==> config.mk <==
export PLATFORM = sky130hd
export DESIGN_NAME = flf_top
export DESIGN_NICKNAME = d
export VERILOG_FILES = /design/src/core/flf_pkg.sv /design/src/core/flf_top.sv /design/src/core/flf_flash.sv
export SDC_FILE = /design/constraint.sdc
export NUM_CORES = 2
export LEC_CHECK = 0
export ABC_AREA = 1
export BUFFER_PORTS_ARGS = -buffer_cell sky130_fd_sc_hd__buf_4
export CAP_MARGIN = 20
export CELL_PAD_IN_SITES_DETAIL_PLACEMENT = 0
export CELL_PAD_IN_SITES_GLOBAL_PLACEMENT = 1
export CORE_ASPECT_RATIO = 1.25
export CORE_MARGIN = 1.5
export CORE_UTILIZATION = 40
export DETAILED_ROUTE_END_ITERATION = 10
export PLACE_DENSITY_LB_ADDON = 0.12
export REMOVE_ABC_BUFFERS = 1
export SKIP_LAST_GASP = 1
export SLEW_MARGIN = 5
export SYNTH_ARGS = -nofsm -noshare
export SYNTH_HDL_FRONTEND = slang
export SYNTH_SLANG_ARGS = --single-unit
==> constraint.sdc <==
create_clock -name sys_clk -period 39.9 [get_ports sys_clk]
set_input_delay 7.98 -clock sys_clk [delete_from_list [all_inputs] [get_ports sys_clk]]
set_output_delay 7.98 -clock sys_clk [all_outputs]
set_load 0.005 [all_outputs]
==> src/core/flf_pkg.sv <==
// shared constants and types for the fault latch and flash indicator
package flf_pkg;

    // clock and flash timing
    localparam longint unsigned CLK_HZ        = 64'd25_000_000;
    localparam longint unsigned MS_PER_S      = 64'd1000;
    localparam longint unsigned FLASH_ON_MS   = 64'd300;
    localparam longint unsigned FLASH_OFF_MS  = 64'd300;
    localparam longint unsigned PHASE_GAP_MS  = 64'd1000;
    localparam longint unsigned CODE_GAP_MS   = 64'd2000;
    localparam longint unsigned FLASH_ON_CYC  = FLASH_ON_MS * CLK_HZ / MS_PER_S;
    localparam longint unsigned FLASH_OFF_CYC = FLASH_OFF_MS * CLK_HZ / MS_PER_S;
    localparam longint unsigned PHASE_GAP_CYC = PHASE_GAP_MS * CLK_HZ / MS_PER_S;
    localparam longint unsigned CODE_GAP_CYC  = CODE_GAP_MS * CLK_HZ / MS_PER_S;

    // code space
    localparam int unsigned     CODE_COUNT    = 256;
    localparam int unsigned     KIND_ERR      = 0;
    localparam int unsigned     KIND_WARN     = 1;

    // register byte offsets
    localparam logic [7:0]      ADDR_CTRL      = 8'h00;
    localparam logic [7:0]      ADDR_STATUS    = 8'h04;
    localparam logic [7:0]      ADDR_PEND_SEL  = 8'h08;
    localparam logic [7:0]      ADDR_ERR_PEND  = 8'h0c;
    localparam logic [7:0]      ADDR_WARN_PEND = 8'h10;
    localparam logic [7:0]      ADDR_SHOW      = 8'h14;

    // field positions
    localparam int unsigned     CTRL_ACK_BIT   = 0;
    localparam int unsigned     SEL_MSB        = 2;

    // reset values
    localparam logic            CTRL_ACK_RESET = 1'b0;
    localparam logic [2:0]      PEND_SEL_RESET = 3'h0;
    localparam logic [31:0]     RDATA_RESET    = 32'h0000_0000;

    // bus encodings
    localparam logic [1:0]      HRESP_OKAY     = 2'b00;

    typedef struct packed {
        logic [3:0] group;
        logic [3:0] detail;
    } flf_code_type;

    typedef struct packed {
        logic         valid;
        flf_code_type code;
    } flf_event_type;

    typedef enum logic [2:0] {
        FL_IDLE      = 3'b000,
        FL_ON        = 3'b001,
        FL_OFF       = 3'b010,
        FL_PHASE_GAP = 3'b011,
        FL_CODE_GAP  = 3'b100
    } flf_flash_state_type;

endpackage

==> src/core/flf_top.sv <==
// fault latch with flash code lamps, relays and ahb-lite registers
// Functional notes
// - sixteen error groups, four-bit group index
// - sixteen details per group, group plus detail
// - error state held until acknowledged
// - error state drives the ok relay and the error lamp
// - acknowledge only on rising acknowledge edge
// - acknowledge from pin or software bit
// - warnings latched, cleared by same edge
// - error lamp flashes group then detail
// - warnings flash on the status lamp
// - flash counts encode group and detail
// - warnings use identical code encoding
// - pending codes shown in turn, wrapping
// - latched codes readable over the bus
// - index n gives n plus one flashes
//
// Implementation choices: the AHB-Lite register port and the address map.
`timescale 1ns/10ps
module flf_top
#(
    parameter int unsigned FLASH_ON_CYC  = 32'(flf_pkg::FLASH_ON_CYC),
    parameter int unsigned FLASH_OFF_CYC = 32'(flf_pkg::FLASH_OFF_CYC),
    parameter int unsigned PHASE_GAP_CYC = 32'(flf_pkg::PHASE_GAP_CYC),
    parameter int unsigned CODE_GAP_CYC  = 32'(flf_pkg::CODE_GAP_CYC)
)
(
    input  wire logic                   sys_clk,
    input  wire logic                   rst_b,
    input  wire logic                   hsel,
    input  wire logic [31:0]            haddr,
    input  wire logic [1:0]             htrans,
    input  wire logic                   hwrite,
    input  wire logic [2:0]             hsize,
    input  wire logic [31:0]            hwdata,
    input  wire logic                   hready,
    output logic                        hreadyout,
    output logic [1:0]                  hresp,
    output logic [31:0]                 hrdata,
    input  wire flf_pkg::flf_event_type err_event,
    input  wire flf_pkg::flf_event_type warn_event,
    input  wire logic                   ack_pin,
    output logic                        relay_ok,
    output logic                        relay_warn,
    output logic                        led_error,
    output logic                        led_status
);

    logic                  rst_meta;
    logic                  rst_sync_b;
    logic                  ack_meta;
    logic                  ack_sync;
    logic                  ack_prev;
    logic                  ctrl_ack;
    logic                  ctrl_prev;
    logic [2:0]            pend_sel;
    logic                  wr_pend;
    logic [7:0]            wr_addr;
    logic [255:0]          pend [2];
    logic [1:0]            flag;
    logic [7:0]            ptr [2];
    logic [1:0]            lamp;
    logic [1:0]            fl_led;
    logic [1:0]            fl_busy;
    logic [1:0]            fl_done;
    logic [1:0]            fl_start;
    flf_pkg::flf_code_type last [2];
    flf_pkg::flf_event_type evt [2];
    wire                   pin_rise;
    wire                   sw_rise;
    wire                   ack_rise;
    wire                   addr_ok;
    wire                   rd_take;
    wire  [7:0]            rd_addr;
    wire  [7:0]            pend_base;
    wire  [31:0]           status_word;
    wire  [31:0]           show_word;
    wire  [31:0]           rd_value;
    wire                   wr_ctrl;
    wire                   wr_sel;

    // reset release
    always_ff @(posedge sys_clk or negedge rst_b)
    begin
        if (!rst_b)
        begin
            rst_meta   <= 1'b0;
            rst_sync_b <= 1'b0;
        end
        else
        begin
            rst_meta   <= 1'b1;
            rst_sync_b <= rst_meta;
        end
    end

    // acknowledge pin synchroniser and edge history
    always_ff @(posedge sys_clk or negedge rst_sync_b)
    begin
        if (!rst_sync_b)
        begin
            ack_meta  <= 1'b0;
            ack_sync  <= 1'b0;
            ack_prev  <= 1'b0;
            ctrl_prev <= flf_pkg::CTRL_ACK_RESET;
        end
        else
        begin
            ack_meta  <= ack_pin;
            ack_sync  <= ack_meta;
            ack_prev  <= ack_sync;
            ctrl_prev <= ctrl_ack;
        end
    end

    assign pin_rise = ack_sync & ~ack_prev;
    assign sw_rise  = ctrl_ack & ~ctrl_prev;
    assign ack_rise = pin_rise | sw_rise;

    // ahb-lite slave, zero wait states
    assign addr_ok     = hsel & htrans[1] & hready;
    assign rd_take     = addr_ok & ~hwrite;
    assign rd_addr     = haddr[7:0];
    assign pend_base   = {pend_sel, 5'h00};
    assign wr_ctrl     = wr_pend && (wr_addr == flf_pkg::ADDR_CTRL);
    assign wr_sel      = wr_pend && (wr_addr == flf_pkg::ADDR_PEND_SEL);
    assign status_word = {8'h00, last[flf_pkg::KIND_WARN],
                          last[flf_pkg::KIND_ERR], 6'h00, flag};
    assign show_word   = {fl_busy[flf_pkg::KIND_WARN], 7'h00,
                          ptr[flf_pkg::KIND_WARN],
                          fl_busy[flf_pkg::KIND_ERR], 7'h00,
                          ptr[flf_pkg::KIND_ERR]};
    assign rd_value =
        (rd_addr == flf_pkg::ADDR_CTRL)      ? {31'h0, ctrl_ack} :
        (rd_addr == flf_pkg::ADDR_STATUS)    ? status_word :
        (rd_addr == flf_pkg::ADDR_PEND_SEL)  ? {29'h0, pend_sel} :
        (rd_addr == flf_pkg::ADDR_ERR_PEND)  ?
            pend[flf_pkg::KIND_ERR][pend_base +: 32] :
        (rd_addr == flf_pkg::ADDR_WARN_PEND) ?
            pend[flf_pkg::KIND_WARN][pend_base +: 32] :
        (rd_addr == flf_pkg::ADDR_SHOW)      ? show_word :
        32'h0000_0000;
    assign hreadyout = 1'b1;
    assign hresp     = flf_pkg::HRESP_OKAY;

    always_ff @(posedge sys_clk or negedge rst_sync_b)
    begin
        if (!rst_sync_b)
        begin
            wr_pend <= 1'b0;
            wr_addr <= 8'h00;
            hrdata  <= flf_pkg::RDATA_RESET;
        end
        else
        begin
            wr_pend <= addr_ok & hwrite;
            wr_addr <= rd_addr;
            hrdata  <= rd_take ? rd_value : flf_pkg::RDATA_RESET;
        end
    end

    always_ff @(posedge sys_clk or negedge rst_sync_b)
    begin
        if (!rst_sync_b)
        begin
            ctrl_ack <= flf_pkg::CTRL_ACK_RESET;
            pend_sel <= flf_pkg::PEND_SEL_RESET;
        end
        else
        begin
            if (wr_ctrl)
                ctrl_ack <= hwdata[flf_pkg::CTRL_ACK_BIT];
            if (wr_sel)
                pend_sel <= hwdata[flf_pkg::SEL_MSB:0];
        end
    end

    assign evt[flf_pkg::KIND_ERR]  = err_event;
    assign evt[flf_pkg::KIND_WARN] = warn_event;

    // one latch, scanner and flasher per kind: errors, warnings
    genvar k;
    generate
        for (k = 0; k < 2; k++)
        begin : g_kind
            wire hit;
            assign hit = pend[k][ptr[k]];
            assign fl_start[k] = hit & ~fl_busy[k] & ~fl_done[k];

            always_ff @(posedge sys_clk or negedge rst_sync_b)
            begin
                if (!rst_sync_b)
                begin
                    pend[k] <= '0;
                    flag[k] <= 1'b0;
                    last[k] <= '0;
                end
                else
                begin
                    if (ack_rise)
                    begin
                        pend[k] <= '0;
                        flag[k] <= 1'b0;
                    end
                    if (evt[k].valid)
                    begin
                        pend[k][evt[k].code] <= 1'b1;
                        flag[k] <= 1'b1;
                        last[k] <= evt[k].code;
                    end
                end
            end

            always_ff @(posedge sys_clk or negedge rst_sync_b)
            begin
                if (!rst_sync_b)
                begin
                    ptr[k]  <= 8'h00;
                    lamp[k] <= 1'b0;
                end
                else
                begin
                    if (fl_done[k] || (!fl_busy[k] && !hit))
                        ptr[k] <= ptr[k] + 8'h01;
                    lamp[k] <= flag[k] & fl_led[k];
                end
            end

            flf_flash
            #(
                .ON_CYC    (FLASH_ON_CYC),
                .OFF_CYC   (FLASH_OFF_CYC),
                .PHASE_CYC (PHASE_GAP_CYC),
                .CODE_CYC  (CODE_GAP_CYC)
            )
            u_flash
            (
                .sys_clk    (sys_clk),
                .rst_sync_b (rst_sync_b),
                .start      (fl_start[k]),
                .code       (flf_pkg::flf_code_type'(ptr[k])),
                .led        (fl_led[k]),
                .busy       (fl_busy[k]),
                .done       (fl_done[k])
            );
        end
    endgenerate

    // relays and lamps
    always_ff @(posedge sys_clk or negedge rst_sync_b)
    begin
        if (!rst_sync_b)
        begin
            relay_ok   <= 1'b0;
            relay_warn <= 1'b0;
        end
        else
        begin
            relay_ok   <= ~flag[flf_pkg::KIND_ERR];
            relay_warn <= flag[flf_pkg::KIND_WARN];
        end
    end

    assign led_error  = lamp[flf_pkg::KIND_ERR];
    assign led_status = lamp[flf_pkg::KIND_WARN];
endmodule // flf_top

==> src/core/flf_flash.sv <==
// flash code sequencer for one lamp: group flashes, gap, detail flashes
`timescale 1ns/10ps
module flf_flash
#(
    parameter int unsigned ON_CYC    = 32'd10,
    parameter int unsigned OFF_CYC   = 32'd10,
    parameter int unsigned PHASE_CYC = 32'd20,
    parameter int unsigned CODE_CYC  = 32'd40
)
(
    input  wire logic                  sys_clk,
    input  wire logic                  rst_sync_b,
    input  wire logic                  start,
    input  wire flf_pkg::flf_code_type code,
    output logic                       led,
    output logic                       busy,
    output logic                       done
);

    localparam logic [31:0] ON_LOAD    = 32'(ON_CYC - 1);
    localparam logic [31:0] OFF_LOAD   = 32'(OFF_CYC - 1);
    localparam logic [31:0] PHASE_LOAD = 32'(PHASE_CYC - 1);
    localparam logic [31:0] CODE_LOAD  = 32'(CODE_CYC - 1);

    flf_pkg::flf_flash_state_type state;
    flf_pkg::flf_flash_state_type next_state;
    flf_pkg::flf_code_type        code_q;
    flf_pkg::flf_code_type        next_code;
    logic [31:0]                  timer;
    logic [31:0]                  next_timer;
    logic [4:0]                   flashes;
    logic [4:0]                   next_flashes;
    logic                         phase;
    logic                         next_phase;
    wire                          timer_zero;
    wire  [4:0]                   target;

    assign timer_zero = (timer == 32'h0000_0000);
    assign target     = phase ? ({1'b0, code_q.detail} + 5'h01)
                              : ({1'b0, code_q.group} + 5'h01);
    assign busy       = (state != flf_pkg::FL_IDLE);

    always_comb
    begin
        next_state   = state;
        next_code    = code_q;
        next_flashes = flashes;
        next_phase   = phase;
        next_timer   = timer_zero ? timer : timer - 32'h0000_0001;
        unique case (state)
            flf_pkg::FL_IDLE:
            begin
                if (start)
                begin
                    next_code    = code;
                    next_phase   = 1'b0;
                    next_flashes = 5'h00;
                    next_timer   = ON_LOAD;
                    next_state   = flf_pkg::FL_ON;
                end
            end
            flf_pkg::FL_ON:
            begin
                if (timer_zero)
                begin
                    next_flashes = flashes + 5'h01;
                    next_timer   = OFF_LOAD;
                    next_state   = flf_pkg::FL_OFF;
                end
            end
            flf_pkg::FL_OFF:
            begin
                if (timer_zero && flashes == target && !phase)
                begin
                    next_phase = 1'b1;
                    next_timer = PHASE_LOAD;
                    next_state = flf_pkg::FL_PHASE_GAP;
                end
                else if (timer_zero && flashes == target)
                begin
                    next_timer = CODE_LOAD;
                    next_state = flf_pkg::FL_CODE_GAP;
                end
                else if (timer_zero)
                begin
                    next_timer = ON_LOAD;
                    next_state = flf_pkg::FL_ON;
                end
            end
            flf_pkg::FL_PHASE_GAP:
            begin
                if (timer_zero)
                begin
                    next_flashes = 5'h00;
                    next_timer   = ON_LOAD;
                    next_state   = flf_pkg::FL_ON;
                end
            end
            flf_pkg::FL_CODE_GAP:
            begin
                if (timer_zero)
                begin
                    next_state = flf_pkg::FL_IDLE;
                end
            end
            default:
            begin
                next_state = flf_pkg::FL_IDLE;
            end
        endcase
    end

    always_ff @(posedge sys_clk or negedge rst_sync_b)
    begin
        if (!rst_sync_b)
        begin
            state   <= flf_pkg::FL_IDLE;
            code_q  <= '0;
            timer   <= 32'h0000_0000;
            flashes <= 5'h00;
            phase   <= 1'b0;
            led     <= 1'b0;
            done    <= 1'b0;
        end
        else
        begin
            state   <= next_state;
            code_q  <= next_code;
            timer   <= next_timer;
            flashes <= next_flashes;
            phase   <= next_phase;
            led     <= (next_state == flf_pkg::FL_ON);
            done    <= (state == flf_pkg::FL_CODE_GAP) && timer_zero;
        end
    end
endmodule // flf_flash

==> reports/metrics.yaml <==
job:
  maxCapViolCount: 0
global_route:
  grt_pass1_vias: 34300
  grt.total_usage_pct: 29.45
  grt_start_max_net_pins: 193
  overflow: 0
  grt_pass1_wl_microns: 217600
  antenna_found_initial: 0
cts:
  clock_path_buffers: 3
  htree_levels: 3
  clockRootBuffer: "clkbuf_16"
  cts.clk_slew.worst_paths_ns: 0.06
  cts_setup_buffers: 0
  cts_tree: "built"
  cts_repair_resize_count: 0
  clkLatencyLatePin_ns: 0.65
  clock-sinks: 703
  hold_buffers: 0
  cts_made_buffers: 81
power:
  power.density_nw_per_um2: 39.23
  power.internal_mw: 1.219
  swShare_pct: 24.99
  combPwrFrac_pct: 6.1
  switchingPower_mw: 0.4061
  p_leak_nw: 18.15
  peakVddDrop_mv: 0.02807
  share_seq_of_total_power_pct: 44.5
  power.share.clock_pct: 49.4
logic_synthesis:
  synth_top_cell_by_area: "dfrtp_1"
  async_flop_share_pct: 100.0
  netlist_instances: 4867
  synthFlopType: "dfrtp_1"
  synth_edf_count: 0
  synth_area_leaders: "dfrtp_1 47%, nand2_1 8.6%, o22ai_1 8.0%"
  ys_ff_latch: 703
  ys.warnings.count: 0
  netlist_area_sq_um: 37560
  yosysTopAreaCellShare_pct: 46.83
  synth_cell_types: 50
  postSynthAreaPerCell_sq_um: 7.718
  ys_seq_area_share_pct: 46.83
worst_setup_path:
  end_kind: "flip-flop"
  worst_r2r_startpoint: "ptr[0]$_DFFE_PN0P_"
  required_ns: 40.38
  cp-startpoint: "haddr[7]"
  crit_fanout: 29
  worstSetupPathType: "in2reg"
  start_kind: "input pin"
  arrival_ns: 11.00
place:
  dpl-instance-area_sq_um: 38570
  gp_congestion: 0.8543
  dp_hpwl_microns: 90310
  io_buffers: 71
hold_path:
  hold_path.class: "reg2async"
timing:
  period_minus_slack_ns: 10.52
  clock.fmax_ghz: 0.09506
  setup_tns_ns: 0
  clock_skew_ns: 0.02725
  max-slew-margin-rel_pct: 16.91
  rsz0062_at_grt: "no"
  maxSlewViolCount: 0
  hold_viol: 0
  period_share_pct: 26.36
  finalSetupViolCount: 0
  worstMarginPinSlew_ns: 1.246
floorplan:
  die_y_microns: 345.6
  die_w_microns: 277.1
  ioPinCount: 132
  row_count: 125
  core_sq_um: 93060
  initial_core_util_pct: 40.36
  die_area_sq_um: 95770
cells_and_area:
  diodes: 0
  design_area_sq_um: 41420
  final_util_pct: 44.51
  nNetsFinal: 4821
  drive_gt1_share_pct: 6.230
  syn_to_final_growth_pct: 10.28
drt:
  via_count: 34490
  drc: 0
  wire_per_inst_microns: 23.72
  viasPerCell: 5.758
  drt_wl_total_microns: 142100
  antenna_left: 0
  drt_iter0_drc: 3443
  firstDrtPassIters: 6
status:
  status: "complete, no violations"
-- path summary, 6_finish.rpt --
check                                                             end  slack (ns)  cells past startpoint
worst min register to register                    pend[379]$_DFF_PN0_        0.31                      0
worst min-delay path                              pend[379]$_DFF_PN0_        0.31                      0
worst max-delay path                             hrdata[20]$_DFF_PN0_       29.38                     10
min in group sys_clk                             rst_sync_b$_DFF_PN0_        0.35                      0
max in group asynchronous                        rst_sync_b$_DFF_PN0_       32.70                      1
worst max register to register  g_kind[1].u_flash.timer[12]$_DFF_PN0_       35.23                     17
-- registers in the layout, indices dropped and copies added (netlist names), 2 cells and up --
name	count
flag	2
g_kind.u_flash.code_q	16
g_kind.u_flash.done	2
g_kind.u_flash.flashes	10
g_kind.u_flash.led	2
g_kind.u_flash.phase	2
g_kind.u_flash.state	6
g_kind.u_flash.timer	64
hrdata	32
last	16
pend	512
pend_sel	3
ptr	16
wr_addr	8
-- cell families (layout without fill, tap and decap cells) --
logic type / Yosys count / in the layout / synth area share, %
AO/OA/AOI/OAI: 1436 / 1436 / 22.08
XOR/XNOR: 65 / 65 / 1.552
adder cells (fa/ha/maj): 11 / 11 / 0.3664
buffers and inverters: 1041 / 955 / 10.94
flip-flops: 703 / 703 / 46.83
other: 2 / 4 / 0.01999
AND/OR/NAND/NOR: 1609 / 1609 / 18.21
-- metrics by stage --
| stage | std cells | setup WS (ns) | total power, mW | hold slack (ns) |
|---|---|---|---|---|
| 6_report | 5989 | 29.38 | 1.625 | 0.3082 |
| 5_1_grt | 5989 | 29.26 | 1.677 | 0.3565 |
| 4_1_cts | 5988 | 29.47 | 1.641 | 0.3428 |
| 3_5_place_dp | 5839 | 28.79 | 0.8353 | 0.3310 |
| 3_3_place_gp | 5838 | 28.79 | 0.8354 | 0.3333 |
| 2_1_floorplan | 4509 | 18.85 | 0.7978 | 0.3312 |
-- cell usage after synthesis (all sizes together) (26+ instances only) --
cell and instances:
a211oi 28, a21oi 371, buf 114, clkbuf 246, dfrtp 703, inv 675
nand2 865, nand3 454, nand4 31, nor2 204, nor3 26, o211ai 52
o21ai 414, o22ai 483, o32ai 32, xor2 40
-- power groups by stage --
stage	combinational (mW)	sequential (mW)	clock [mW]
detailed placement	0.0986	0.737	0
finish	0.0988	0.724	0.803
global placement	0.0987	0.737	0
floorplan	0.0482	0.750	0
global route	0.108	0.724	0.845
CTS	0.0987	0.724	0.819
-- critical path, stage by stage --
cell,delay [ns]
buf_4,0.11
nor2_1,0.21
nand3_1,0.18
nor4_2,0.17
buf_4,0.47
clkinv_1,0.69
buf_4,0.47
nand2_1,0.14
o31ai_1,0.08
a21oi_1,0.43
-- routing by layer --
metal	GRT usage (%)	up-vias	wire length [microns]
met5	0	-	0
met4	11.94	0	5637
met3	2.898	235	6666
met2	49.55	1009	69010
met1	38.84	17010	60750
li1	-	16240	-
-- area by class of cell --
class / instances / area, sq um
inverters: 681 / 2566
well taps: 1206 / 1509
clock buffers: 121 / 2515
flip-flops and latches: 703 / 17620
clock inverters: 28 / 321.6
multi-input cells: 3125 / 15900
fillers: 9513 / 51640
repair buffers: 125 / 998.5
-- placed cells by master, fill, tap and decap left out, types with 4 or more instances in the layout --
cell type,Yosys,final
inv_1,668,665
buf_12,0,4
o311ai_0,16,15
buf_4,18,119
dfrtp_4,0,6
clkbuf_8,0,21
a311oi_1,4,4
o211ai_1,52,52
nand3_1,454,454
inv_2,6,5
o22ai_1,483,482
clkinv_1,6,6
o2111ai_1,5,5
clkinv_2,0,21
bufinv_16,0,7
ha_1,11,11
nand2_1,861,861
a211oi_1,28,28
clkbuf_16,0,87
o31ai_1,14,14
o21ai_0,389,389
or2_2,4,4
o32ai_1,32,32
xor2_1,40,40
nor3_1,24,24
nor2_2,4,6
dfrtp_1,703,695
xnor2_1,24,24
nor4_1,16,15
a21oi_1,371,371
o21ai_1,25,25
nor2_1,200,198
clkbuf_1,246,13
o311ai_1,4,5
nand4_1,31,31
conb_1,2,4
(Power assumes the default switching activity.)
